==> src/include/ldo_regs_pkg.sv <==
/*
 * Register map, field layout, reset values and voltage tables of the
 * linear regulator setpoint bank. Assumes an 8-bit register port and
 * target voltages carried as unsigned millivolts in 16 bits.
 */
package ldo_regs_pkg;

    // register offsets
    localparam logic [7:0] REG_A_OFFSET = 8'h12;
    localparam logic [7:0] REG_B_OFFSET = 8'h13;
    localparam logic [7:0] REG_C_OFFSET = 8'h14;
    localparam logic [7:0] UNLOCK_OFFSET = 8'h20;
    localparam logic [7:0] STATUS_OFFSET = 8'h21;

    // reset values and writable-bit masks
    localparam logic [7:0] REG_A_RESET = 8'h09;
    localparam logic [7:0] REG_B_RESET = 8'h38;
    localparam logic [7:0] REG_C_RESET_DEFAULT = 8'h06;
    localparam logic [7:0] REG_A_MASK = 8'h0f;
    localparam logic [7:0] REG_B_MASK = 8'h7f;
    localparam logic [7:0] REG_C_MASK = 8'h3f;
    // arbitrary value
    localparam logic [7:0] UNLOCK_KEY_DEFAULT = 8'h5a;

    // field positions
    localparam int TRACK_BIT = 6;
    localparam int SELECT_BIT = 5;
    localparam int STATUS_ARMED_BIT = 0;
    localparam int STATUS_REFUSED_BIT = 1;

    // regulator B code breakpoints
    localparam logic [5:0] B_FINE_LAST = 6'h17;
    localparam logic [5:0] B_COARSE_FIRST = 6'h18;
    localparam logic [5:0] B_COARSE_LAST = 6'h2f;
    localparam logic [5:0] B_TOP_FIRST = 6'h38;
    // regulator C code breakpoints
    localparam logic [4:0] C_LOW_LAST = 5'h08;
    localparam logic [4:0] C_MID_FIRST = 5'h09;
    localparam logic [4:0] C_MID_LAST = 5'h0d;
    localparam logic [4:0] C_HIGH_FIRST = 5'h10;

    localparam logic [15:0] MV_3300 = 16'd3300;

    typedef enum logic {LOCKED, ARMED} unlock_state_t;

    typedef logic [15:0] millivolt_t;

    function automatic millivolt_t reg_a_mv(input logic [3:0] code);
        case (code)
            4'h0: reg_a_mv = 16'd1000;
            4'h1: reg_a_mv = 16'd1100;
            4'h2: reg_a_mv = 16'd1200;
            4'h3: reg_a_mv = 16'd1250;
            4'h4: reg_a_mv = 16'd1300;
            4'h5: reg_a_mv = 16'd1350;
            4'h6: reg_a_mv = 16'd1400;
            4'h7: reg_a_mv = 16'd1500;
            4'h8: reg_a_mv = 16'd1600;
            4'h9: reg_a_mv = 16'd1800;
            4'ha: reg_a_mv = 16'd2500;
            4'hb: reg_a_mv = 16'd2750;
            4'hc: reg_a_mv = 16'd2800;
            4'hd: reg_a_mv = 16'd3000;
            4'he: reg_a_mv = 16'd3100;
            default: reg_a_mv = MV_3300;
        endcase
    endfunction

    function automatic millivolt_t reg_b_mv(input logic [5:0] code);
        if (code <= B_FINE_LAST)
            reg_b_mv = 16'(900 + 25 * int'(code));
        else if (code <= B_COARSE_LAST)
            reg_b_mv = 16'(1500 + 50 * int'(code - B_COARSE_FIRST));
        else if (code >= B_TOP_FIRST)
            reg_b_mv = MV_3300;
        else
        begin
            case (code[2:0])
                3'h0: reg_b_mv = 16'd2700;
                3'h1: reg_b_mv = 16'd2750;
                3'h2: reg_b_mv = 16'd2800;
                3'h3: reg_b_mv = 16'd2850;
                3'h4: reg_b_mv = 16'd2900;
                3'h5: reg_b_mv = 16'd3000;
                3'h6: reg_b_mv = 16'd3100;
                default: reg_b_mv = 16'd3200;
            endcase
        end
    endfunction

    function automatic millivolt_t reg_c_mv(input logic [4:0] code);
        if (code <= C_LOW_LAST)
            reg_c_mv = 16'(1500 + 50 * int'(code));
        else if (code <= C_MID_LAST)
            reg_c_mv = 16'(2000 + 100 * int'(code - C_MID_FIRST));
        else if (code >= C_HIGH_FIRST)
            reg_c_mv = 16'(2550 + 50 * int'(code - C_HIGH_FIRST));
        else if (code[0])
            reg_c_mv = 16'd2500;
        else
            reg_c_mv = 16'd2450;
    endfunction

endpackage

==> src/rtl/linear_regulator_setpoint_regs.sv <==
/*
 * Password-protected setpoint bank for two linear regulators and the
 * switch-or-regulator channel, with decoded target voltages.
 * Assumes a single 100 MHz clock, a master on the plain register port
 * that never issues read and write together, and a converter setpoint
 * already expressed in millivolts.
 */
`timescale 1ns/1ps

// How it works
// regulator A register at 0x12, code in bits 3:0, resets to 0x09
// regulator A bits 7:4 read zero and ignore writes
// regulator A code decoded to target voltage by fixed table
// regulator B register at 0x13, code 5:0, track bit 6, reset 0x38
// regulator B bit 7 reads zero and ignores writes
// track clear: regulator B target comes from its own code
// track set: regulator B target follows converter setpoint, code ignored
// regulator B code: 0.9 V plus 25 mV steps up to 0x17, 3.3 V from 0x38 up
// writes to 0x12..0x14 accepted only after a correct unlock
// register at 0x14 with reset value given per device variant
// 0x14: bit 5 selects switch or regulator, code 4:0, 7:6 zero
// protected write without prior unlock leaves contents unchanged
module linear_regulator_setpoint_regs
    import ldo_regs_pkg::*;
#(
    parameter logic [7:0] REG_C_RESET = REG_C_RESET_DEFAULT,
    parameter logic [7:0] UNLOCK_KEY = UNLOCK_KEY_DEFAULT
)
(
    input wire logic clk,
    input wire logic rst,
    input wire logic ce,
    input wire logic [7:0] addr,
    input wire logic [7:0] wdata,
    input wire logic wrStrobe,
    input wire logic rdStrobe,
    output logic [7:0] rdata,
    input wire logic [15:0] converterCSetpointMv,
    output logic [3:0] regACode,
    output logic [15:0] regAMv,
    output logic [5:0] regBCode,
    output logic regBTrack,
    output logic [15:0] regBMv,
    output logic regCSelect,
    output logic [4:0] regCCode,
    output logic [15:0] regCMv,
    output logic unlockArmed,
    output logic writeRefused
);

    logic [7:0] regA_r;
    logic [7:0] regB_r;
    logic [7:0] regC_r;
    logic [7:0] rdata_r;
    logic [7:0] rdata_nxt;
    logic [15:0] regAMv_r;
    logic [15:0] regBMv_r;
    logic [15:0] regBMv_nxt;
    logic [15:0] regCMv_r;
    logic refused_r;
    unlock_state_t state_r;
    unlock_state_t state_nxt;
    logic wrEn;
    logic rdEn;
    logic protHit;
    logic accept;

    assign wrEn = ce && wrStrobe;
    assign rdEn = ce && rdStrobe;
    assign protHit = (addr == REG_A_OFFSET) || (addr == REG_B_OFFSET) || (addr == REG_C_OFFSET);
    assign accept = wrEn && protHit && (state_r == ARMED);

    // one write of the key arms exactly one following write of any kind other than a repeated key write, which keeps it armed
    always_comb
    begin
        state_nxt = state_r;
        if (wrEn)
        begin
            if (addr == UNLOCK_OFFSET && wdata == UNLOCK_KEY)
                state_nxt = ARMED;
            else
                state_nxt = LOCKED;
        end
    end

    always_ff @(posedge clk or posedge rst)
    begin
        if (rst)
            state_r <= LOCKED;
        else if (ce)
            state_r <= state_nxt;
    end

    always_ff @(posedge clk or posedge rst)
    begin
        if (rst)
            regA_r <= REG_A_RESET;
        else if (accept && addr == REG_A_OFFSET)
            regA_r <= wdata & REG_A_MASK;
    end

    always_ff @(posedge clk or posedge rst)
    begin
        if (rst)
            regB_r <= REG_B_RESET;
        else if (accept && addr == REG_B_OFFSET)
            regB_r <= wdata & REG_B_MASK;
    end

    // variant reset is a constant parameter, so still a constant at reset
    always_ff @(posedge clk or posedge rst)
    begin
        if (rst)
            regC_r <= REG_C_RESET & REG_C_MASK;
        else if (accept && addr == REG_C_OFFSET)
            regC_r <= wdata & REG_C_MASK;
    end

    // sticky refusal flag; a new refusal beats a clear in the same cycle
    always_ff @(posedge clk or posedge rst)
    begin
        if (rst)
            refused_r <= 1'b0;
        else if (wrEn && protHit && state_r == LOCKED)
            refused_r <= 1'b1;
        else if (wrEn && addr == STATUS_OFFSET && wdata[STATUS_REFUSED_BIT])
            refused_r <= 1'b0;
    end

    always_comb
    begin
        rdata_nxt = 8'h00;
        case (addr)
            REG_A_OFFSET: rdata_nxt = regA_r;
            REG_B_OFFSET: rdata_nxt = regB_r;
            REG_C_OFFSET: rdata_nxt = regC_r;
            STATUS_OFFSET:
            begin
                rdata_nxt[STATUS_ARMED_BIT] = (state_r == ARMED);
                rdata_nxt[STATUS_REFUSED_BIT] = refused_r;
            end
            default: rdata_nxt = 8'h00;
        endcase
    end

    // read data stand only in the cycle after the strobe
    always_ff @(posedge clk or posedge rst)
    begin
        if (rst)
            rdata_r <= 8'h00;
        else if (ce)
            rdata_r <= rdEn ? rdata_nxt : 8'h00;
    end

    always_comb
    begin
        if (regB_r[TRACK_BIT])
            regBMv_nxt = converterCSetpointMv;
        else
            regBMv_nxt = reg_b_mv(regB_r[5:0]);
    end

    // decoded targets lag the register by one cycle to keep outputs flopped
    always_ff @(posedge clk or posedge rst)
    begin
        if (rst)
        begin
            regAMv_r <= 16'h0000;
            regBMv_r <= 16'h0000;
            regCMv_r <= 16'h0000;
        end
        else if (ce)
        begin
            regAMv_r <= reg_a_mv(regA_r[3:0]);
            regBMv_r <= regBMv_nxt;
            regCMv_r <= reg_c_mv(regC_r[4:0]);
        end
    end

    assign rdata = rdata_r;
    assign regACode = regA_r[3:0];
    assign regAMv = regAMv_r;
    assign regBCode = regB_r[5:0];
    assign regBTrack = regB_r[TRACK_BIT];
    assign regBMv = regBMv_r;
    assign regCSelect = regC_r[SELECT_BIT];
    assign regCCode = regC_r[4:0];
    assign regCMv = regCMv_r;
    assign unlockArmed = (state_r == ARMED);
    assign writeRefused = refused_r;
endmodule // linear_regulator_setpoint_regs

==> config.mk <==
export PLATFORM = sky130hd
export DESIGN_NAME = linear_regulator_setpoint_regs
export DESIGN_NICKNAME = d
export VERILOG_FILES = /design/src/include/ldo_regs_pkg.sv /design/src/rtl/linear_regulator_setpoint_regs.sv
export SDC_FILE = /design/constraint.sdc
export NUM_CORES = 1
export LEC_CHECK = 0
export BUFFER_PORTS_ARGS = -buffer_cell sky130_fd_sc_hd__buf_2
export CELL_PAD_IN_SITES_DETAIL_PLACEMENT = 2
export CELL_PAD_IN_SITES_GLOBAL_PLACEMENT = 2
export CORE_MARGIN = 5
export CORE_UTILIZATION = 35
export CTS_CLUSTER_SIZE = 40
export DETAILED_ROUTE_END_ITERATION = 8
export GPL_TIMING_DRIVEN = 0
export MAX_ROUTING_LAYER = met4
export PLACE_DENSITY_LB_ADDON = 0.15
export SKIP_LAST_GASP = 1
export SYNTH_ARGS = -nofsm -noshare
export SYNTH_HDL_FRONTEND = slang
export SYNTH_SLANG_ARGS = --single-unit
export TNS_END_PERCENT = 5
==> constraint.sdc <==
create_clock -name clk -period 6.9 [get_ports clk]
set_input_delay 1.38 -clock clk [delete_from_list [all_inputs] [get_ports clk]]
set_output_delay 1.38 -clock clk [all_outputs]
set_load 0.005 [all_outputs]
==> flow_summary.toml, run 1 <==
[timing]
timing.hold.ws_ns = 0.486
rsz0062_at_grt = "false"
setup_viol = 0
drv_slew = 0
fmax_mhz = 173
fin_tns_setup_ns = 0
finalCritPeriodShare_pct = 84.0
hold_viol = 0
slew_headroom_pct = 35.9
period_needed_ns = 5.80
skew_ns = 0.00828
worst_pin_slew_ns = 0.956

[synthesis]
synthCells = 780
synth-edff-count = 0
ys_types = 82
syn-cell-area_um2 = 7220
synth_top_flop_cell = "dfrtp_1"
synth_top_area_share_pct = 21.7
postSynthAreaPerCell_um2 = 9.25
yosysTopAreaCell = "ha_1"
yosys-top-cells-area = "ha_1 (22%), dfrtp_1 (21%), fa_1 (4.7%)"
ys_async_sr_fraction_pct = 100
synth_seq_cells = 67
yosysSeqAreaShare_pct = 23.4
yosysWarningCount = 0

[placement]
post_dp_cell_area_um2 = 8090
port_buffers = 103
dp_hpwl_mm = 21.1
gp_congestion = 0.957

[route]
vias = 6504
wl_per_cell_um = 22.5
firstDrtPassIters = 4
first_iter_violations = 284
via_per_inst = 5.54
drc = 0
ant_nets = 0
finalWirelength_mm = 26.4

[clock_tree]
htree_levels = 3
cts_setup_buffers = 0
clkLatencyLatePin_ns = 0.34
cts_tree = "yes"
clk_pin_slew_ns = 0.06
cts_resized = 0
ctsHoldBuffers = 0
cts_made_buffers = 9
clockRootBuffer = "clkbuf_16"
cts_num_sinks = 67
clockBufferDepth = 2

[status]
status = "finished, final reports clean"

[die]
start_util_pct = 35.5
die_w_um = 154
io_pins = 112
die_h_um = 154
rows = 52
die_area_um2 = 23600
coreArea_um2 = 20300

[pwr]
cellPowerDensity_nw_per_um2 = 115
peakVddDrop_v = 0.000116
p_leak_nw = 4.14

[global_routing]
grt_antenna_before_repair = 0
grt_pass1_vias = 7355
grt_max_degree = 68
grt_overflow_total = 0
grt_pass1_wl_mm = 42.3
globalRouteTotalUtil_pct = 22.9

[critical_path]
critPathCaptureType = "flop"
critPathMaxStageDelay_ns = 0.65
slowest_stage = "dfrtp_1"
critPathLaunchType = "flop"
crit_type = "flop to flop"
critPathMaxFanout = 10
crit_top_cell = "inv_1"
cp_cell_sequence = "buf_2 > inv_1 > ha_1 > inv_1 > a21oi_1 > xnor2_1 > inv_1 > fa_1 > inv_1 > ha_1 > ha_1 > ha_1 > inv_1 > fa_1 > nor2b_1 > a21oi_1 > o21ai_0 > o31ai_1 > a311o_1"
crit_arrival_ns = 6.02
critPathRequiredTime_ns = 7.12

[layout]
drive_above_1_share_pct = 19.2
areaGrowthSynthToFinish_pct = 16.5
fillers = 2298
design_area_um2 = 8410
n_antenna_cell = 0
nNetsFinal = 1079

[run]
max-cap-violations = 0

[min_path]
hold_path.class = "flop to flop"
-- where the power goes --
group | internal, W | switching [W]
clock | 0.000310 | 0.000179
sequential | 0.000402 | 0.00000669
combinational | 0.0000253 | 0.0000439
-- critical path: cells and delay by family (launching register included) --
kind	cells	cell delay, ns
buffers and inverters	6	0.89
XOR/XNOR	1	0.56
AND/OR/NAND/NOR	1	0.19
AO/OA/AOI/OAI	5	1.02
flip-flops	1	0.65
adder cells (fa/ha/maj)	6	2.34
-- cells in the mapped netlist, drive strengths merged, types with 7 or more instances --
cell	n
a211oi	13
a21o	13
a21oi	43
a31oi	11
buf	20
clkbuf	17
dfrtp	60
dfstp	7
fa	17
ha	125
inv	80
mux2	22
mux2i	7
nand2	43
nand3	14
nor2	38
nor2b	10
nor3	12
o211ai	10
o21ai	36
o221ai	9
o2bb2ai	8
xnor2	35
xor2	16
-- routing by layer --
layer,track usage (%),part of all wire [%],vias to the layer above
li1,-,-,3044
met1,31.2,48,3300
met2,37.9,48,139
met3,2.14,3.1,21
met4,3.87,1.2,0
met5,-,0,-
-- worst paths after layout --
kind / startpoint / to / slack (ns) / cells after the start
worst max-delay path: regC_r[0] / regCMv[10] / 1.10 / 19
worst min-delay path: regBMv[3] / regBMv[3] / 0.49 / 1
worst max register to register: regC_r[0] / regCMv[10] / 1.10 / 19
worst min register to register: regBMv[3] / regBMv[3] / 0.49 / 1
max in group asynchronous: rst / regBMv[10] / 5.11 / 2
min in group asynchronous: rst / regCMv[12] / 1.22 / 2
-- cell type report --
cell class | instances | area, µm² | share of cell area (%)
sequential | 67 | 1690 | 20.0
tap | 270 | 338 | 4.02
buffer | 37 | 181 | 2.16
multi-input combinational | 602 | 5070 | 60.3
clock inverter | 3 | 45.0 | 0.536
clock buffer | 13 | 270 | 3.21
inverter | 80 | 303 | 3.60
timing repair buffer | 103 | 515 | 6.13
-- kinds of logic (layout without fill, tap and decap cells) --
| logic type | count (synthesis) | in the layout | share of synthesized area [%] |
|---|---|---|---|
| buffers and inverters | 117 | 236 | 6.68 |
| AND/OR/NAND/NOR | 162 | 162 | 11.9 |
| other | 1 | 7 | 0.0520 |
| XOR/XNOR | 51 | 51 | 6.19 |
| adder cells (fa/ha/maj) | 142 | 142 | 26.4 |
| AO/OA/AOI/OAI | 211 | 211 | 21.0 |
| multiplexers | 29 | 29 | 4.40 |
| flip-flops | 67 | 67 | 23.4 |
-- per-stage QoR --
stage                     util [%]  worst slack (ns)  power [W]  std cells
final                         41.4              1.10   0.000967       1175
after global placement        39.9              1.23   0.000483       1159
after CTS                     41.4              1.09   0.000976       1175
after floorplan                  -              2.23   0.000444        786
after detailed placement      39.9              1.14   0.000485       1159
after global routing          41.4             0.732   0.000998       1175
-- state kept, by name (all words and copies together), names as in the netlist --
name	count
regB_r	7
regCMv	14
regC_r	6
rdata	7
writeRefused	1
regAMv	11
regBMv	16
unlockArmed	1
regA_r	4
-- layout by cell type, fill, tap and decap left out, types with 17 or more instances in the layout --
cell | netlist | routed
dfrtp_1 | 60 | 60
clkbuf_1 | 17 | 18
a21oi_1 | 43 | 43
fa_1 | 17 | 17
nand2_1 | 42 | 42
xnor2_1 | 35 | 35
nor2_1 | 38 | 38
ha_1 | 125 | 125
o21ai_0 | 33 | 33
buf_2 | 10 | 113
inv_1 | 78 | 77
Note: power is estimated with default switching activity, not from simulation.
==> run 2: changes to the inputs <==
CORE_UTILIZATION = 33   (was 35)
clock period = 4.76 ns   (was 6.9 ns; I/O delays follow)
==> run 2 against run 1 <==
Compared with the run above: sequential cell count unchanged; design area up 4.4%; highest routed layer unchanged; critical path type unchanged; non-clock buffer count up 19; die area up 5.7%; largest cell class unchanged; global-route usage down 0.73 points.
==> flow_summary.toml, run 2 (same netlist as run 1, synthesis figures left out) <==
[layout]
fillers = 2460
utilization_pct = 40.5
final_cell_mix = "ha_1 (117), buf_2 (109), inv_1 (72), dfrtp_1 (56), nand2_1 (42)"
largest_reg_flops = 16
finalNonFillerCells = 1204
drive_above_1_share_pct = 25.1
areaGrowthSynthToFinish_pct = 21.7
nNetsFinal = 1098
final_common_cell = "ha_1"
n_antenna_cell = 0

[timing]
worst_pin_slew_ns = 0.955
finalCritPeriodShare_pct = 99.0
hold_viol = 0
rsz0062_at_grt = "true"
drv_slew = 0
setup_viol = 0
period_needed_ns = 4.71
slew_headroom_pct = 36.0
fmax_mhz = 212
skew_ns = 0.0162

[pwr]
p_leak_nw = 4.25
peakVddDrop_v = 0.000136
cellPowerDensity_nw_per_um2 = 158

[global_routing]
globalRouteTotalUtil_pct = 22.2
grt_pass1_wl_mm = 41.6
grt_max_degree = 68
grt_antenna_before_repair = 0
grt_overflow_total = 0
grt_pass1_vias = 7277

[critical_path]
crit_type = "flop to flop"
rr_endpoint = "regCMv[10]"
crit_buf_inv = 6
rr_worst_depth = 19
critPathRequiredTime_ns = 4.98
cp_cell_sequence = "clkinvlp_4 > ha_4 > inv_2 > a21oi_4 > xnor2_4 > buf_4 > ha_1 > inv_1 > fa_1 > fa_1 > inv_1 > ha_1 > inv_1 > fa_2 > nor2b_2 > a21oi_1 > o21ai_1 > o31ai_2 > a311o_1"
crit_top_cell = "inv_1"
critPathLaunchType = "flop"
path_delay_family = "adder cells"
critPathMaxStageDelay_ns = 0.58
crit_arrival_ns = 4.93
reg2reg_slack_ns = 0.05
critPathMaxFanout = 6
slowest_stage = "dfstp_2"
r2r-start = "regC_r[1]"
critPathCaptureType = "flop"

[route]
wl_per_cell_um = 22.4
via_per_inst = 5.50
ant_nets = 0
drc = 0
firstDrtPassIters = 4
finalWirelength_mm = 26.9
vias = 6621
first_iter_violations = 257

[placement]
gp_congestion = 0.871
dp_hpwl_mm = 21.5
port_buffers = 103
place_inst = 1169

[clock_tree]
htree_levels = 3
cts_tree = "yes"
clockRootBuffer = "clkbuf_16"
clkLatencyLatePin_ns = 0.35
cts_num_sinks = 67
cts_made_buffers = 9
clk_pin_slew_ns = 0.06
clockBufferDepth = 2
ctsHoldBuffers = 0

[die]
rows = 54
die_h_um = 158
die_w_um = 158
start_util_pct = 33.3
coreArea_um2 = 21700
io_pins = 112
die_area_um2 = 24900

[status]
status = "finished, final reports clean"

[min_path]
min-delay-start = "regBMv[3]"
hold_depth = 1
min_to = "regBMv[3]"
hold_path.class = "flop to flop"

[run]
max-cap-violations = 0
==> run 2: cell count changes in the layout (fill, tap and decap cells not counted), sizes merged <==
| cell | previous run | this run |
|---|---|---|
| clkinvlp | 2 | 4 |
| clkbuf | 30 | 27 |
| clkinv | 0 | 2 |
| buf | 123 | 141 |
==> run 2: area by class of cell <==
cell class	instances	area, µm²	share of cell area [%]
repair buffers	122	658	7.50
plain buffers	37	196	2.24
clock inverters	7	76.3	0.869
inverters	80	318	3.62
clock buffers	9	225	2.57
flip-flops and latches	67	1690	19.3
well taps	280	350	3.99
multi-input cells	602	5260	59.9
==> run 2: how the worst max path moves through the flow <==
stage,from,to,depth (start not counted)
floorplan,regC_r[0],regCMv[12],19
global placement,regC_r[0],regCMv[10],20
detailed placement,regC_r[0],regCMv[10],19
CTS,regC_r[2],regCMv[12],18
global route,regC_r[1],regCMv[10],19
finish,regC_r[1],regCMv[10],19
==> run 2: per-stage QoR <==
| step | instance area (µm²) | setup TNS (ns) | total power [W] | hold slack, ns | setup slack, ns |
|---|---|---|---|---|---|
| after floorplan | 7240 | 0 | 0.000644 | 0.474 | 0.0866 |
| after global placement | 8100 | -3.31 | 0.000702 | 0.473 | -0.675 |
| after detailed placement | 8110 | -4.47 | 0.000706 | 0.473 | -0.847 |
| after CTS | 8550 | -0.0303 | 0.00141 | 0.486 | -0.0186 |
| after global routing | 8780 | -0.267 | 0.00144 | 0.501 | -0.123 |
| final | 8780 | 0 | 0.00139 | 0.486 | 0.0475 |
==> run 2: power by group <==
group          switching, W  internal [W]  total [W]
logic             0.0000647     0.0000367   0.000101
clock network      0.000286      0.000409   0.000696
registers         0.0000102      0.000582   0.000592
total              0.000361       0.00103    0.00139
==> run 2: layer usage <==
| layer | global-route usage, % | vias to the layer above | share of wire (%) |
|---|---|---|---|
| li1 | - | 3086 | - |
| met1 | 27.7 | 3391 | 44 |
| met2 | 38.8 | 117 | 52 |
| met3 | 2.16 | 27 | 2.8 |
| met4 | 5.08 | 0 | 1.5 |
| met5 | - | - | 0 |
==> run 2: timing repair <==
item	in CTS	in global routing
gates resized for setup	24	31
buffers inserted	6	13
pin swaps	2	8
endpoints found under the setup margin	12	8
endpoints found under the hold margin	0	0
